**src/rtl/adc_seq_defs.svh**
```systemverilog
// Offsets, field positions, reset values and timing counts of the converter
`ifndef ADC_SEQ_DEFS_SVH
`define ADC_SEQ_DEFS_SVH

// ----------------------------------------------------------------------
// Register offsets on the plain register port
// ----------------------------------------------------------------------
`define ADC_OFF_CTRL_MAIN   3'h0
`define ADC_OFF_REF_PORT    3'h1
`define ADC_OFF_TIMING      3'h2
`define ADC_OFF_RES_HIGH    3'h3
`define ADC_OFF_RES_LOW     3'h4
`define ADC_OFF_IRQ_STATUS  3'h5
`define ADC_OFF_IRQ_MASK    3'h6

// ----------------------------------------------------------------------
// Field positions
// ----------------------------------------------------------------------
`define ADC_CONV_ON_BIT     0
`define ADC_GO_BIT          1
`define ADC_CHAN_LSB        2
`define ADC_PCFG_LSB        0
`define ADC_VREF_LSB        4
`define ADC_CLKSEL_LSB      0
`define ADC_ACQ_LSB         3
`define ADC_JUSTIFY_BIT     7
`define ADC_DONE_BIT        0

// ----------------------------------------------------------------------
// Reset values
// ----------------------------------------------------------------------
`define ADC_RST_CTRL_MAIN   8'h00
`define ADC_RST_REF_PORT    8'h00
`define ADC_RST_TIMING      8'h00
`define ADC_RST_RESULT      8'h00

// ----------------------------------------------------------------------
// Timing counts
// ----------------------------------------------------------------------
`define ADC_CLK_PERIOD_NS   25
`define ADC_TCY_NS          100
`define ADC_TCY_CLKS        ((`ADC_TCY_NS + `ADC_CLK_PERIOD_NS - 1) / \
	`ADC_CLK_PERIOD_NS)
`define ADC_CONV_TADS       12
`define ADC_RES_BITS        10

`endif

```
**src/rtl/adc_seq_pkg.sv**
```systemverilog
// Types shared by the converter sequencer and its clock divider
`default_nettype none

package adc_seq_pkg;

	// ------------------------------------------------------------------
	// Sequencer states
	// ------------------------------------------------------------------
	typedef enum logic [3:0] {
		ST_IDLE    = 4'b0001,
		ST_RC_WAIT = 4'b0010,
		ST_ACQUIRE = 4'b0100,
		ST_CONVERT = 4'b1000
	} seq_state_t;

	// ------------------------------------------------------------------
	// Sequencer state record
	// ------------------------------------------------------------------
	typedef struct packed {
		seq_state_t  st;
		logic        conv_on;
		logic [3:0]  chan;
		logic [1:0]  vref;
		logic [3:0]  pcfg;
		logic        justify;
		logic [2:0]  acq_sel;
		logic [2:0]  clk_sel;
		logic [7:0]  res_hi;
		logic [7:0]  res_lo;
		logic        irq_status;
		logic        irq_mask;
		logic [7:0]  rdata;
		logic [4:0]  cnt;
		logic [2:0]  dly;
		logic [9:0]  sar;
	} seq_regs_t;

	// ------------------------------------------------------------------
	// Divider state record
	// ------------------------------------------------------------------
	typedef struct packed {
		logic [5:0]  cnt;
	} div_regs_t;

endpackage

`default_nettype wire

```
**src/rtl/adc_conv_clock_div.sv**
```systemverilog
// Conversion clock tick generator from the divided system clock
`default_nettype none
`include "adc_seq_defs.svh"

module adc_conv_clock_div (
	input  wire logic        i_clk,
	input  wire logic        i_rst_b,
	input  wire logic        i_run,
	input  wire logic [2:0]  i_sel,
	output logic             o_tick
);

	adc_seq_pkg::div_regs_t div_reg;
	adc_seq_pkg::div_regs_t div_next;
	logic [5:0]              last_cnt;

	// Divide ratio minus one for each clock select code
	always_comb begin
		unique case (i_sel)
			3'h0:    last_cnt = 6'h01;
			3'h1:    last_cnt = 6'h07;
			3'h2:    last_cnt = 6'h1f;
			3'h4:    last_cnt = 6'h03;
			3'h5:    last_cnt = 6'h0f;
			3'h6:    last_cnt = 6'h3f;
			default: last_cnt = 6'h3f; // RC codes, tick unused
		endcase
	end

	// Count restarts whenever the sequencer is not running
	always_comb begin
		div_next = div_reg;
		if (!i_run || div_reg.cnt == last_cnt) begin
			div_next.cnt = 6'h00;
		end else begin
			div_next.cnt = div_reg.cnt + 6'h01;
		end
	end

	// One pulse at the end of each conversion clock period
	assign o_tick = i_run && (div_reg.cnt == last_cnt);

	// State register
	always_ff @(posedge i_clk or negedge i_rst_b) begin
		if (!i_rst_b) begin
			div_reg <= '0;
		end else begin
			div_reg <= div_next;
		end
	end

endmodule

`default_nettype wire

```
**src/rtl/adc_seq_ctrl.sv**
```systemverilog
// Control and sequencing of a 10-bit successive approximation converter
//
// Overview of operation
// Channel field routes input n to hold
// Go starts conversion, self-clears at completion
// Converter-on bit enables module and go
// Acquire selected channel first, then convert
// Acquisition time table 0 to 20 periods
// Clock select: system divider or RC clock
// RC clock waits one instruction cycle
// Format bit selects right or left justify
// Reference field selects rails or externals
// Port config sets analog versus digital pins
// Completion loads result, clears go, flags
// Reset clears registers and aborts conversion
// Sleep conversion only on RC clock
// Unimplemented control bits read zero
// Software allows acquisition after channel change
// Sampling switch opens during conversion
// Conversion takes twelve clock periods
// Result byte placement per format
// Go ignored when off; bit per period
`default_nettype none
`include "adc_seq_defs.svh"

module adc_seq_ctrl #(
	parameter int CONV_TADS = `ADC_CONV_TADS,
	parameter int TCY_CLKS  = `ADC_TCY_CLKS
) (
	input  wire logic        i_clk,
	input  wire logic        i_rst_b,
	input  wire logic [2:0]  i_addr,
	input  wire logic [7:0]  i_wdata,
	input  wire logic        i_wr,
	input  wire logic        i_rd,
	output logic [7:0]       o_rdata,
	input  wire logic        i_rc_tick,
	input  wire logic        i_sleep,
	input  wire logic        i_cmp_above,
	output logic [9:0]       o_dac_code,
	output logic [3:0]       o_channel,
	output logic             o_sample,
	output logic [1:0]       o_vref_config,
	output logic [15:0]      o_analog_pins,
	output logic             o_irq
);

	// ------------------------------------------------------------------
	// Local decode helpers
	// ------------------------------------------------------------------

	// Acquisition time in conversion clock periods
	function automatic logic [4:0] acq_periods(input logic [2:0] sel);
		unique case (sel)
			3'h0: acq_periods = 5'd0;
			3'h1: acq_periods = 5'd2;
			3'h2: acq_periods = 5'd4;
			3'h3: acq_periods = 5'd6;
			3'h4: acq_periods = 5'd8;
			3'h5: acq_periods = 5'd12;
			3'h6: acq_periods = 5'd16;
			3'h7: acq_periods = 5'd20;
		endcase
	endfunction

	// Codes 011 and 111 pick the private RC clock
	function automatic logic is_rc_clock(input logic [2:0] sel);
		is_rc_clock = (sel[1:0] == 2'b11);
	endfunction

	// High and low result bytes for the selected justification
	function automatic logic [15:0] place_result(input logic right,
		input logic [9:0] r);
		if (right) begin
			place_result = {6'h00, r[9:8], r[7:0]};
		end else begin
			place_result = {r[9:2], r[1:0], 6'h00};
		end
	endfunction

	localparam logic [4:0] LAST_TAD = 5'(CONV_TADS - 1);
	localparam logic [2:0] LAST_DLY = 3'(TCY_CLKS - 1);
	localparam int         RB       = `ADC_RES_BITS;

	// Reset images of the three control registers
	localparam logic [7:0] RST_MAIN   = `ADC_RST_CTRL_MAIN;
	localparam logic [7:0] RST_REF    = `ADC_RST_REF_PORT;
	localparam logic [7:0] RST_TIMING = `ADC_RST_TIMING;

	// ------------------------------------------------------------------
	// State and internal signals
	// ------------------------------------------------------------------
	adc_seq_pkg::seq_regs_t seq_reg;
	adc_seq_pkg::seq_regs_t seq_next;
	logic                   div_run;
	logic                   div_tick;
	logic                   tad_tick;
	logic                   rc_sel;
	logic                   busy;
	logic                   wr_ctrl;
	logic                   wr_ref;
	logic                   wr_timing;
	logic                   wr_status;
	logic                   wr_mask;
	logic                   acq_done;
	logic                   go_req;
	logic                   abort_req;
	logic                   done_evt;
	logic [4:0]             bit_idx;
	logic [9:0]             sar_cur;

	// ------------------------------------------------------------------
	// Conversion clock
	// ------------------------------------------------------------------

	// Acquisition has counted its programmed periods
	assign acq_done = (seq_reg.cnt >= acq_periods(seq_reg.acq_sel));

	// Divided system clock, held for one cycle between the two phases so
	// that every conversion period is a full one
	assign div_run = (seq_reg.st == adc_seq_pkg::ST_CONVERT) ||
		((seq_reg.st == adc_seq_pkg::ST_ACQUIRE) && !acq_done);

	adc_conv_clock_div u_clock_div (
		.i_clk   (i_clk),
		.i_rst_b (i_rst_b),
		.i_run   (div_run),
		.i_sel   (seq_reg.clk_sel),
		.o_tick  (div_tick)
	);

	// System divider ticks are masked in sleep; RC ticks keep running
	assign rc_sel   = is_rc_clock(seq_reg.clk_sel);
	assign tad_tick = rc_sel ? i_rc_tick : (div_tick && !i_sleep);

	// ------------------------------------------------------------------
	// Register port decode
	// ------------------------------------------------------------------
	// Busy is the go flag as software reads it
	assign busy      = (seq_reg.st != adc_seq_pkg::ST_IDLE);
	assign wr_ctrl   = i_wr && (i_addr == `ADC_OFF_CTRL_MAIN);
	assign wr_ref    = i_wr && (i_addr == `ADC_OFF_REF_PORT);
	assign wr_timing = i_wr && (i_addr == `ADC_OFF_TIMING);
	assign wr_status = i_wr && (i_addr == `ADC_OFF_IRQ_STATUS);
	assign wr_mask   = i_wr && (i_addr == `ADC_OFF_IRQ_MASK);
	assign go_req    = wr_ctrl && i_wdata[`ADC_GO_BIT] &&
		i_wdata[`ADC_CONV_ON_BIT] && !busy;
	assign abort_req = wr_ctrl && busy &&
		(!i_wdata[`ADC_GO_BIT] || !i_wdata[`ADC_CONV_ON_BIT]);

	// Result bit resolved by the current conversion period
	assign bit_idx = 5'(RB - 1) - seq_reg.cnt;

	// ------------------------------------------------------------------
	// Next state
	// ------------------------------------------------------------------
	always_comb begin
		seq_next = seq_reg;
		done_evt = 1'b0;
		sar_cur  = seq_reg.sar;

		// Configuration writes
		if (wr_ctrl) begin
			seq_next.conv_on = i_wdata[`ADC_CONV_ON_BIT];
			seq_next.chan    = i_wdata[`ADC_CHAN_LSB +: 4];
		end
		// Reference and pin configuration
		if (wr_ref) begin
			seq_next.pcfg = i_wdata[`ADC_PCFG_LSB +: 4];
			seq_next.vref = i_wdata[`ADC_VREF_LSB +: 2];
		end
		// Clock, acquisition time and format
		if (wr_timing) begin
			seq_next.clk_sel = i_wdata[`ADC_CLKSEL_LSB +: 3];
			seq_next.acq_sel = i_wdata[`ADC_ACQ_LSB +: 3];
			seq_next.justify = i_wdata[`ADC_JUSTIFY_BIT];
		end
		// Interrupt mask
		if (wr_mask) begin
			seq_next.irq_mask = i_wdata[`ADC_DONE_BIT];
		end

		// Sequencer
		unique case (seq_reg.st)
			adc_seq_pkg::ST_IDLE: begin
				seq_next.cnt = 5'd0;
				seq_next.dly = 3'd0;
				if (go_req) begin
					// Channel and go may be written together
					if (is_rc_clock(seq_reg.clk_sel)) begin
						seq_next.st = adc_seq_pkg::ST_RC_WAIT;
					end else begin
						seq_next.st = adc_seq_pkg::ST_ACQUIRE;
					end
				end
			end
			adc_seq_pkg::ST_RC_WAIT: begin
				// One instruction cycle before the RC clock is used
				if (seq_reg.dly == LAST_DLY) begin
					seq_next.st = adc_seq_pkg::ST_ACQUIRE;
				end else begin
					seq_next.dly = seq_reg.dly + 3'd1;
				end
			end
			adc_seq_pkg::ST_ACQUIRE: begin
				// Sample the selected channel for the programmed time
				if (acq_done) begin
					seq_next.st  = adc_seq_pkg::ST_CONVERT;
					seq_next.cnt = 5'd0;
					seq_next.sar = 10'h200;
				end else if (tad_tick) begin
					seq_next.cnt = seq_reg.cnt + 5'd1;
				end
			end
			adc_seq_pkg::ST_CONVERT: begin
				if (tad_tick) begin
					// One result bit per period, MSB first
					if (seq_reg.cnt < 5'(RB)) begin
						if (!i_cmp_above) begin
							sar_cur[bit_idx[3:0]] = 1'b0;
						end
						if (bit_idx != 5'd0) begin
							sar_cur[bit_idx[3:0] - 4'd1] = 1'b1;
						end
						seq_next.sar = sar_cur;
					end
					// Periods eleven and twelve only settle the result
					if (seq_reg.cnt == LAST_TAD) begin
						// Load result, clear go, raise done
						seq_next.st = adc_seq_pkg::ST_IDLE;
						done_evt    = 1'b1;
						{seq_next.res_hi, seq_next.res_lo} =
							place_result(seq_reg.justify, sar_cur);
					end else begin
						seq_next.cnt = seq_reg.cnt + 5'd1;
					end
				end
			end
			default: begin
				seq_next.st = adc_seq_pkg::ST_IDLE;
			end
		endcase

		// Software clearing go or the module drops the conversion
		// Result registers and flag keep their old values
		if (abort_req || !seq_reg.conv_on) begin
			if (busy) begin
				seq_next.st = adc_seq_pkg::ST_IDLE;
				done_evt    = 1'b0;
				seq_next.res_hi = seq_reg.res_hi;
				seq_next.res_lo = seq_reg.res_lo;
			end
		end

		// Done flag: a completion in the clearing cycle wins
		if (wr_status && i_wdata[`ADC_DONE_BIT]) begin
			seq_next.irq_status = 1'b0;
		end
		if (done_evt) begin
			seq_next.irq_status = 1'b1;
		end

		// Read data, valid the cycle after the strobe
		seq_next.rdata = 8'h00;
		if (i_rd) begin
			unique case (i_addr)
				`ADC_OFF_CTRL_MAIN: begin
					seq_next.rdata = {2'b00, seq_reg.chan,
						busy, seq_reg.conv_on};
				end
				`ADC_OFF_REF_PORT: begin
					seq_next.rdata = {2'b00, seq_reg.vref,
						seq_reg.pcfg};
				end
				`ADC_OFF_TIMING: begin
					seq_next.rdata = {seq_reg.justify, 1'b0,
						seq_reg.acq_sel, seq_reg.clk_sel};
				end
				`ADC_OFF_RES_HIGH: begin
					seq_next.rdata = seq_reg.res_hi;
				end
				`ADC_OFF_RES_LOW: begin
					seq_next.rdata = seq_reg.res_lo;
				end
				`ADC_OFF_IRQ_STATUS: begin
					seq_next.rdata = {7'h00, seq_reg.irq_status};
				end
				`ADC_OFF_IRQ_MASK: begin
					seq_next.rdata = {7'h00, seq_reg.irq_mask};
				end
				default: begin
					seq_next.rdata = 8'h00;
				end
			endcase
		end
	end

	// ------------------------------------------------------------------
	// State register
	// ------------------------------------------------------------------

	// Reset returns every register to its reset value
	always_ff @(posedge i_clk or negedge i_rst_b) begin
		if (!i_rst_b) begin
			seq_reg         <= '0;
			seq_reg.st      <= adc_seq_pkg::ST_IDLE;
			seq_reg.conv_on <= RST_MAIN[`ADC_CONV_ON_BIT];
			seq_reg.chan    <= RST_MAIN[`ADC_CHAN_LSB +: 4];
			seq_reg.vref    <= RST_REF[`ADC_VREF_LSB +: 2];
			seq_reg.pcfg    <= RST_REF[`ADC_PCFG_LSB +: 4];
			seq_reg.clk_sel <= RST_TIMING[`ADC_CLKSEL_LSB +: 3];
			seq_reg.acq_sel <= RST_TIMING[`ADC_ACQ_LSB +: 3];
			seq_reg.justify <= RST_TIMING[`ADC_JUSTIFY_BIT];
			seq_reg.res_hi  <= `ADC_RST_RESULT;
			seq_reg.res_lo  <= `ADC_RST_RESULT;
		end else begin
			seq_reg <= seq_next;
		end
	end

	// ------------------------------------------------------------------
	// Outputs
	// ------------------------------------------------------------------
	assign o_rdata       = seq_reg.rdata;
	assign o_dac_code    = seq_reg.sar;
	assign o_channel     = seq_reg.chan;
	assign o_vref_config = seq_reg.vref;

	// Level interrupt while an unmasked completion is pending
	assign o_irq         = seq_reg.irq_status && seq_reg.irq_mask;

	// Hold capacitor follows the input while the module is on, except while converting
	assign o_sample = seq_reg.conv_on &&
		(seq_reg.st != adc_seq_pkg::ST_CONVERT);

	// Pin n is analog when config is zero or n + k <= 14
	genvar g;
	generate
		for (g = 0; g < 16; g++) begin : g_pin
			assign o_analog_pins[g] = (seq_reg.pcfg == 4'h0) ||
				(5'(g) + {1'b0, seq_reg.pcfg} <= 5'd14);
		end
	endgenerate

endmodule

`default_nettype wire

```
**config.mk**
```make
export PLATFORM = sky130hd
export DESIGN_NAME = adc_seq_ctrl
export DESIGN_NICKNAME = d
export VERILOG_FILES = /design/src/rtl/adc_seq_pkg.sv /design/src/rtl/adc_conv_clock_div.sv /design/src/rtl/adc_seq_ctrl.sv
export VERILOG_INCLUDE_DIRS = /design/src /design/src/rtl
export SDC_FILE = /design/constraint.sdc
export NUM_CORES = 1
export LEC_CHECK = 0
export CORE_MARGIN = 5
export CORE_UTILIZATION = 65
export DETAILED_ROUTE_END_ITERATION = 16
export DONT_BUFFER_PORTS = 1
export PLACE_DENSITY = 0.81
export SLEW_MARGIN = 25
export SYNTH_ARGS = -nofsm -noshare
export SYNTH_HDL_FRONTEND = slang
export SYNTH_SLANG_ARGS = --single-unit
```
**constraint.sdc**
```tcl
create_clock -name i_clk -period 6.2 [get_ports i_clk]
set_input_delay 0.93 -clock i_clk [delete_from_list [all_inputs] [get_ports i_clk]]
set_output_delay 0.93 -clock i_clk [all_outputs]
set_load 0.05 [all_outputs]
```
==> impl_metrics.csv, run 1 <==
group,metric,value,unit
sta,worst_pin_slew,0.998,ns
cts,insertion_delay,0.34,ns
logic_synthesis,synth.net_count,551,
logic_synthesis,synthTopCellsByArea,"dfrtp_1 (37%), ha_1 (6.5%), mux2_2 (6.1%), nand2_1 (4.9%), buf_4 (3.9%)",
finish,fin_nets,519,
cts,cts.path.max_buffers,2,
setup_path,cp-end-kind,"output port",
power,p_int,0.000785,W
logic_synthesis,ys_ff_latch,72,
cts,root_buffer,"clkbuf_8",
routing,via_count,3676,
cts,cts-buffers-inserted,9,
sta,min_period,3.56,ns
global_routing,antenna_found_initial,0,
cts,clkTransAtPathRegs,0.09,ns
floorplanning,core_area,7210,um2
setup_path,critPathArrivalTime,2.63,ns
sta,final-max-slew-violation-count,0,
routing,antenna_left,0,
power,power.density,287,nW/um2
finish,diodes,0,
global_routing,grt_max_degree,73,
sta,fin_crit_sh,57.4,%
flow_run,drv_cap,0,
outcome,status,"finished clean",
routing,viasPerCell,6.34,
sta,grt_setup_unrepaired,"no",
power,ir_worst_vdd,0.128,mV
sta,fmax,281,MHz
placement,dpl.hpwl,7710,um
routing,drc,0,
power,leakagePower,2.26,nW
finish,drive_gt1_share,13.7,%
floorplanning,num_io_pins,60,
sta,skew,0.0165,ns
setup_path,crit_required,5.27,ns
floorplanning,die_h,96.0,um
cts,htreeDepth,3,
logic_synthesis,netlist_area,4810,um2
cts,ctsResizeCount,0,
power,comb_power_share,29.1,%
cts,cts.sinks,72,
global_routing,grt_usage,24.1,%
logic_synthesis,netlist_instances,508,
logic_synthesis,synth_area_per_cell,9.46,um2
logic_synthesis,synth_edf_count,0,
logic_synthesis,async_flop_share,100,%
logic_synthesis,synth_ff_type,"dfrtp_1",
global_routing,top_usage_layer,"met2",
logic_synthesis,seq_area_frac_synth,37.5,%
sta,finalSetupViolCount,0,
finish,final_cell_mix,"dfrtp_1 (71), nand2_1 (63), nor2_1 (40)",
floorplanning,initial_core_util,66.6,%
setup_path,criticalPathCategory,"reg -> out",
floorplanning,core.rowCount,31,
routing,first_iter_violations,197,
cts,cts_tree,"done",
setup_path,critPathLaunchType,"flip-flop",
finish,final_area,4850,um2
power,p_seq_share,45.8,%
global_routing,use_met3,5.79,%
logic_synthesis,synth_top_cell_area_share,37.0,%
global_routing,grt_pass1_wl,17400,um
power,p_switching,0.000608,W
global_routing,overflow,0,
finish,largest_reg_flops,42,
placement,pre_cts_slack,3.02,ns
sta,final.setup.tns,0,ns
sta,fin_ws,2.64,ns
finish,n_fill_cell,550,
placement,placed_cell_area,4670,um2
logic_synthesis,yosysUniqueCellTypes,62,
routing,wl_per_cell,18.2,um
logic_synthesis,synth_warnings,0,
global_routing,use_met1,31.9,%
global_routing,grt_pass1_vias,3460,
global_routing,grt_use_met2,39.9,%
floorplanning,die-area,9210,um2
placement,place.gp.congestion,0.908,
finish,final_common_cell,"dfrtp_1",
cts,ctsHoldBuffers,0,
power,netSwitchingFraction,43.6,%
placement,portBuffers,0,
routing,dr.pass1.iters,5,
sta,hold_viol_final,0,
sta,slew_headroom,33.3,%
logic_synthesis,synth_top_cell_by_area,"dfrtp_1",
routing,wirelength,10500,um
min_path,hp-class,"in -> async",
floorplanning,dieWidth,96.0,um
setup_path,cp_max_fo,15,
finish,syn2layout_area_growth,0.989,%
power,p_clk_share,25.1,%
cts,post_cts_buffers,0,
-- power by group through the flow --
stage               Clock [W]  Combinational [W]  Sequential (W)
floorplan                   0           0.000466        0.000544
global placement            0           0.000391        0.000644
detailed placement          0           0.000403        0.000647
CTS                  0.000356           0.000404        0.000637
global route         0.000376           0.000437        0.000646
finish               0.000349           0.000406        0.000638
-- cell usage after synthesis (6+ instances only) --
| cell type | n |
|---|---|
| a22oi_1 | 18 |
| mux2_2 | 26 |
| clkbuf_1 | 15 |
| nor4b_1 | 6 |
| inv_1 | 14 |
| buf_4 | 25 |
| dfrtp_1 | 71 |
| mux2i_1 | 18 |
| nor2b_1 | 9 |
| mux2_4 | 9 |
| and2_1 | 10 |
| xor2_1 | 7 |
| nand2b_1 | 7 |
| ha_1 | 25 |
| nand2_1 | 63 |
| nand4_1 | 6 |
| a21oi_1 | 24 |
| o21ai_0 | 24 |
| nor2_1 | 40 |
| nand3_1 | 13 |
| xnor2_1 | 7 |
-- critical path, cell delays in order (launching register included) --
cell and delay [ns]:
dfrtp_1 0.63, inv_1 0.22, ha_1 0.31, xor2_1 0.16, nor3_1 0.07, and2_1 0.15
o21ai_1 0.75
-- metal layers --
metal,vias to the layer above,wire length [um]
met5,-,0
li1,1725,-
met4,0,77
met3,8,810
met1,1785,4500
met2,158,5160
-- final timing paths --
kind	startpoint	end	slack [ns]	cells after the start
max	seq_reg[52]$_DFFE_PN0P_	o_analog_pins[3]	2.64	6
max in group asynchronous	i_rst_b	seq_reg[62]$_DFF_PN1_	5.73	0
min in group i_clk	seq_reg[10]$_DFFE_PN0P_	seq_reg[10]$_DFFE_PN0P_	0.52	1
min	i_rst_b	seq_reg[36]$_DFFE_PN0P_	0.27	0
min reg2reg	seq_reg[10]$_DFFE_PN0P_	seq_reg[10]$_DFFE_PN0P_	0.52	1
max reg2reg	seq_reg[45]$_DFFE_PN0P_	seq_reg[33]$_DFFE_PN0P_	3.41	6
-- metrics by stage --
stage / hold slack, ns / total power [W] / cells / utilization, %
finish: 0.273 / 0.00139 / 580 / 67.3
global route: 0.249 / 0.00146 / 580 / 67.3
CTS: 0.259 / 0.00140 / 580 / 67.3
detailed placement: 0.492 / 0.00105 / 564 / 64.7
global placement: 0.489 / 0.00104 / 564 / 64.7
floorplan: 0.467 / 0.00101 / 508 / -
-- kinds of logic after synthesis --
group,count (synthesis),synth area share (%)
xor gates and xnor gates,14,2.55
adders and majority gates,25,6.51
buffers and inverters,59,6.77
AOI/OAI and AO/OA,101,13.9
DFF,72,37.5
and+or+nand+nor,183,19.6
muxes,54,13.1
-- layout make-up --
type                    instances  area, um2  share of cell area [%]
inverters                      15       56.3                    1.16
multi-input cells             377       2680                    55.2
well taps                      99        124                    2.55
repair buffers                  1       7.51                   0.155
clock inverters                 7       61.3                    1.26
flip-flops and latches         72       1800                    37.1
clock buffers                   9        124                    2.55
No activity file was read; power rests on OpenSTA's default activity.
==> run 2, diff against run 1 <==
--- a/config.mk
+++ b/config.mk
@@ -7,10 +7,10 @@
 export NUM_CORES = 1
 export LEC_CHECK = 0
 export CORE_MARGIN = 5
-export CORE_UTILIZATION = 65
+export CORE_UTILIZATION = 58
 export DETAILED_ROUTE_END_ITERATION = 16
 export DONT_BUFFER_PORTS = 1
-export PLACE_DENSITY = 0.81
+export PLACE_DENSITY = 0.76
 export SLEW_MARGIN = 25
 export SYNTH_ARGS = -nofsm -noshare
 export SYNTH_HDL_FRONTEND = slang
==> constraint.sdc (replaced) <==
create_clock -name i_clk -period 3 [get_ports i_clk]
set_input_delay 0.45 -clock i_clk [delete_from_list [all_inputs] [get_ports i_clk]]
set_output_delay 0.45 -clock i_clk [all_outputs]
set_load 0.05 [all_outputs]
==> run 2 against run 1 <==
- first-iteration DRC count fell by 7.1%
- clock power rose by 130%
- worst hold slack lost 0.085 ns
- via count is essentially flat
- core utilization down 5.9 points
- cell area up 2.8%
- sequential share of layout area fell by 1.0 points
- sequential cell count did not move
- setup slack worse by 2.5 ns
- largest power group unchanged
- highest routed layer unchanged
==> impl_metrics.csv, run 2 (synthesis gave the netlist of run 1 again) <==
group,metric,value,unit
outcome,status,"finished clean",
cts,insertion_delay,0.37,ns
routing,antenna_left,0,
global_routing,antenna_found_initial,0,
cts,cts.path.max_buffers,2,
min_path,worstHoldPathCells,1,
global_routing,grt_max_degree,73,
floorplanning,num_io_pins,60,
setup_path,critPathLaunchType,"flip-flop",
floorplanning,core_area,8130,um2
setup_path,critPathArrivalTime,2.42,ns
placement,portBuffers,0,
sta,worst_pin_slew,0.691,ns
setup_path,timing.critical_path.buf_inv,2,
placement,place.gp.congestion,0.891,
sta,skew,0.0194,ns
setup_path,criticalPathCategory,"reg -> out",
global_routing,overflow,0,
setup_path,cp_max_fo,8,
finish,syn2layout_area_growth,3.83,%
cts,cts-buffers-inserted,9,
sta,hold_viol_final,0,
finish,drive_gt1_share,16.1,%
cts,cts_tree,"done",
routing,viasPerCell,6.15,
sta,fin_ws,0.130,ns
setup_path,r2r_cells,8,
setup_path,cp-end-kind,"output port",
routing,drc,0,
finish,fin_nets,530,
routing,wl_per_cell,18.6,um
finish,regArea,1800,um2
routing,first_iter_violations,183,
placement,pre_cts_slack,0.413,ns
finish,final_common_cell,"dfrtp_1",
routing,dr.pass1.iters,5,
setup_path,crit_slowest_cell,"dfrtp_1",
sta,grt_setup_unrepaired,"no",
setup_path,critPathTopFamily,"simple AND/OR/NAND/NOR gates",
power,power.density,609,nW/um2
sta,finalSetupViolCount,0,
global_routing,grt_usage,22.3,%
finish,final_cell_mix,"dfrtp_1 (71), nand2_1 (62), nor2_1 (40)",
sta,min_period,2.87,ns
setup_path,path_cells,"inv_2 > ha_1 > inv_1 > or3_1 > o21ai_0 > a32oi_1 > o31ai_2 > nand2_2",
floorplanning,dieWidth,101,um
sta,slew_headroom,53.8,%
power,power,0.00304,W
power,ir_worst_vdd,0.281,mV
finish,largest_reg_flops,42,
sta,fin_crit_sh,95.7,%
finish,multi_input_area,2690,um2
routing,via_count,3674,
floorplanning,die_h,101,um
floorplanning,initial_core_util,59.1,%
global_routing,grt_pass1_vias,3515,
cts,clkTransAtPathRegs,0.08,ns
power,leakagePower,2.33,nW
setup_path,crit_cells,8,
setup_path,crit_required,2.55,ns
flow_run,drv_cap,0,
setup_path,max_stage_delay,0.48,ns
floorplanning,core.rowCount,33,
cts,cts.sinks,72,
cts,root_buffer,"clkbuf_8",
finish,diodes,0,
sta,fmax,348,MHz
floorplanning,die-area,10200,um2
sta,final.setup.tns,0,ns
placement,dpl.hpwl,8050,um
sta,final-max-slew-violation-count,0,
cts,htreeDepth,3,
routing,wirelength,11100,um
global_routing,grt_pass1_wl,17900,um
min_path,hp-class,"in -> reg",
finish,n_fill_cell,664,
run 2: area by class of cell:
type | instances | area share (%)
repair buffers | 12 | 2.26
flip-flops and latches | 72 | 36.1
multi-input cells | 377 | 53.8
well taps | 105 | 2.63
inverters | 15 | 1.13
clock inverters | 7 | 1.55
clock buffers | 9 | 2.48
run 2: repair_timing:
action	4_1_cts	5_1_grt
endpoints found under the setup margin	0	1
gates resized for setup	0	3
hold endpoints to repair	72	0
hold buffers	2	0
setup buffers	0	0
run 2: path summary, 6_finish.rpt:
path,start,end,slack [ns]
min in group asynchronous,i_rst_b,o_dac_code[0]$_DFFE_PN0P_,0.69
setup reg to reg,seq_reg[15]$_DFFE_PN0P_,seq_reg[36]$_DFFE_PN0P_,0.33
max in group asynchronous,i_rst_b,seq_reg[62]$_DFF_PN1_,1.99
setup / recovery,seq_reg[52]$_DFFE_PN0P_,o_analog_pins[7],0.13
hold / removal,i_addr[0],o_rdata[0]$_DFF_PN0_,0.19
hold reg to reg,seq_reg[37]$_DFFE_PN0P_,seq_reg[37]$_DFFE_PN0P_,0.51
run 2: metal layers:
layer  GRT usage (%)  routed length (um)
met5               0                   0
met3            5.95                 793
met4            9.51                 245
met1            28.5                4750
met2            35.5                5330
run 2: metrics by stage:
step | hold WS [ns] | cell area, um2 | util (%) | instances
finish | 0.189 | 4990 | 61.3 | 597
global route | 0.180 | 4990 | 61.3 | 597
CTS | 0.174 | 4980 | 61.3 | 597
detailed placement | 0.159 | 4740 | 58.3 | 579
global placement | 0.159 | 4740 | 58.3 | 579
floorplan | 0.154 | 4810 | - | 508
run 2: report_power, final:
group	leakage [nW]	internal (W)	switching [W]	total (W)
Combinational	1.32	0.000299	0.000638	0.000937
Clock	0.101	0.000392	0.000408	0.000800
Sequential	0.913	0.00105	0.000252	0.00130
Total	2.33	0.00174	0.00130	0.00304
==> run 3, diff against run 2 <==
--- a/config.mk
+++ b/config.mk
@@ -14,4 +14,5 @@
 export SLEW_MARGIN = 25
 export SYNTH_ARGS = -nofsm -noshare
 export SYNTH_HDL_FRONTEND = slang
+export SYNTH_HIERARCHICAL = 1
 export SYNTH_SLANG_ARGS = --single-unit
==> run 3 against run 2 <==
- clock-buffer cell count increased by 1
- largest power group unchanged
- setup slack got worse by 0.019 ns
- critical path depth decreased by 2
- clock power decreased by 4.8%
==> impl_metrics.csv, run 3 <==
group,metric,value,unit
logic_synthesis,yosys.area_share.simple,18.5,%
placement,placed_cell_area,4700,um2
placement,pre_cts_slack,0.0775,ns
power,p_int,0.00171,W
finish,final_area,4950,um2
finish,drive_gt1_share,16.1,%
power,power,0.00288,W
global_routing,grt_usage,22.9,%
sta,skew,0.0108,ns
logic_synthesis,seq_area_frac_synth,38.5,%
cts,cts-buffers-inserted,9,
cts,htreeDepth,3,
setup_path,r2r_cells,12,
setup_path,crit_required,2.55,ns
finish,final_cell_mix,"dfrtp_1 (69), nand2_1 (54), ha_1 (30)",
logic_synthesis,synth.net_count,531,
power,ir_worst_vdd,0.338,mV
global_routing,grt_pass1_vias,3657,
global_routing,antenna_found_initial,0,
finish,regArea,1810,um2
routing,first_iter_violations,193,
min_path,hp-start,"i_wdata[1]",
floorplanning,num_io_pins,60,
routing,antenna_left,0,
sta,fin_ws,0.111,ns
power,p_switching,0.00117,W
cts,insertion_delay,0.36,ns
floorplanning,initial_core_util,60.0,%
setup_path,cp_max_fo,11,
logic_synthesis,ys_ff_latch,72,
min_path,min_to,"seq_reg[52]$_DFFE_PN0P_",
floorplanning,dieWidth,99.9,um
sta,grt_setup_unrepaired,"no",
sta,final.setup.tns,0,ns
logic_synthesis,synth-compound-area-share,19.5,%
finish,largest_reg_flops,42,
logic_synthesis,synth_area_per_cell,9.70,um2
flow_run,drv_cap,0,
min_path,hp-class,"in -> reg",
cts,clkTransAtPathRegs,0.08,ns
power,netSwitchingFraction,40.6,%
setup_path,rrSetupSlack,0.15,ns
logic_synthesis,synth_top_cells_by_count,"dfrtp_1 (71), nand2_1 (54), ha_1 (30)",
cts,cts.sinks,72,
cts,root_buffer,"clkbuf_8",
setup_path,worstReg2RegStart,"seq_reg[48]$_DFFE_PN0P_",
setup_path,critPathLaunchType,"flip-flop",
routing,dr.pass1.iters,4,
power,power.density,581,nW/um2
sta,min_period,2.89,ns
setup_path,cp-end-kind,"output port",
logic_synthesis,synth_warnings,6,
logic_synthesis,synth_top_family_by_area,"compound AO/OA/AOI/OAI gates",
logic_synthesis,async_flop_share,100,%
logic_synthesis,synth_top_cell_area_share,37.9,%
power,comb_power_share,30.5,%
setup_path,criticalPathCategory,"reg -> out",
setup_path,critPathArrivalTime,2.44,ns
routing,wirelength,11000,um
floorplanning,die-area,9980,um2
finish,final_common_cell,"dfrtp_1",
finish,fin_nets,526,
floorplanning,core_area,7810,um2
logic_synthesis,synth_most_common_cell,"dfrtp_1",
floorplanning,die_h,99.9,um
sta,fmax,346,MHz
sta,finalSetupViolCount,0,
logic_synthesis,yosysUniqueCellTypes,66,
floorplanning,core.rowCount,32,
logic_synthesis,synth_xor_area_share,3.36,%
finish,diodes,0,
logic_synthesis,synth_ff_type,"dfrtp_1",
logic_synthesis,synthAdderAreaFrac,8.01,%
sta,worst_pin_slew,1.04,ns
global_routing,grt_max_degree,73,
cts,cts_tree,"done",
power,leakagePower,2.13,nW
power,p_seq_share,43.1,%
finish,syn2layout_area_growth,5.74,%
placement,place.gp.congestion,0.916,
routing,drc,0,
setup_path,reg2reg_to,"seq_reg[36]$_DFFE_PN0P_",
routing,via_count,3598,
placement,portBuffers,0,
global_routing,overflow,0,
finish,multi_input_area,2570,um2
sta,fin_crit_sh,96.3,%
placement,dpl.hpwl,8020,um
cts,cts.path.max_buffers,2,
logic_synthesis,synthTopCellsByArea,"dfrtp_1 (38%), ha_1 (8.0%), mux2_2 (4.8%), nand2_1 (4.3%), buf_4 (4.0%)",
power,p_clk_share,26.4,%
routing,viasPerCell,6.15,
logic_synthesis,synthMuxAreaShare,5.02,%
routing,wl_per_cell,18.8,um
sta,final-max-slew-violation-count,0,
sta,slew_headroom,30.2,%
min_path,worstHoldPathCells,2,
logic_synthesis,synth_edf_count,0,
logic_synthesis,netlist_instances,483,
logic_synthesis,netlist_area,4690,um2
outcome,status,"finished clean",
finish,n_fill_cell,639,
global_routing,grt_pass1_wl,18200,um
sta,hold_viol_final,0,
logic_synthesis,synth_top_cell_by_area,"dfrtp_1",
[run 3: through the flow]
step                      util [%]  hold WS (ns)  cells
after floorplan                  -         0.154    483
after global placement        60.2         0.159    565
final                         63.5         0.205    585
after CTS                     63.1         0.205    583
after global routing          63.5         0.195    585
after detailed placement      60.2         0.157    565
[run 3: how the worst max path moves through the flow]
stage	endpoint	slack (ns)	startpoint
finish	o_analog_pins[9]	0.11	seq_reg[51]$_DFFE_PN0P_
global route	seq_reg[36]$_DFFE_PN0P_	0.004	seq_reg[48]$_DFFE_PN0P_
CTS	seq_reg[35]$_DFFE_PN0P_	0.05	seq_reg[49]$_DFFE_PN0P_
detailed placement	seq_reg[36]$_DFFE_PN0P_	0.08	seq_reg[49]$_DFFE_PN0P_
global placement	seq_reg[36]$_DFFE_PN0P_	0.15	seq_reg[49]$_DFFE_PN0P_
floorplan	seq_reg[37]$_DFFE_PN0P_	0.05	seq_reg[63]$_DFF_PN0_
[run 3: per-layer routing]
metal | global-route usage [%] | share of wire [%] | vias to the layer above
met2 | 36.9 | 48 | 87
met4 | 7.56 | 2.1 | 0
met3 | 6.39 | 5.9 | 23
met1 | 29.7 | 44 | 1772
li1 | - | - | 1716
met5 | 0 | 0 | -
[run 3: power by group through the flow]
stage / clock [W] / sequential, W / combinational [W]
2_1_floorplan: 0 / 0.00112 / 0.000835
3_3_place_gp: 0 / 0.00125 / 0.000822
3_5_place_dp: 0 / 0.00126 / 0.000842
4_1_cts: 0.000768 / 0.00124 / 0.000871
5_1_grt: 0.000817 / 0.00125 / 0.000961
6_report: 0.000762 / 0.00124 / 0.000878
[run 3: critical path, stage by stage, from the launching register on]
cell,delay [ns]
dfrtp_1,0.57
inv_1,0.23
ha_1,0.38
nand2b_1,0.13
nor2_1,0.08
a221o_1,0.32
nand2_1,0.37
[run 3: final cells by class]
type / count / share of cell area (%)
Sequential cell: 72 / 36.4
Tap cell: 102 / 2.58
Multi-Input combinational cell: 355 / 51.9
Inverter: 16 / 1.21
Clock buffer: 10 / 2.58
Timing Repair Buffer: 24 / 4.09
Clock inverter: 6 / 1.21
[run 3: cell families after synthesis]
| group | count (synthesis) |
|---|---|
| simple gates | 158 |
| compound gates | 127 |
| flops | 72 |
| buf+inv | 57 |
| fa+ha+maj | 30 |
| mux | 21 |
| xor+xnor | 18 |
[run 3: timing repair]
item | CTS | global route
setup endpoints to repair | 0 | 25
buffers inserted | 0 | 1
hold buffers | 2 | 0
resized for setup | 0 | 4
hold endpoints to repair | 72 | 0
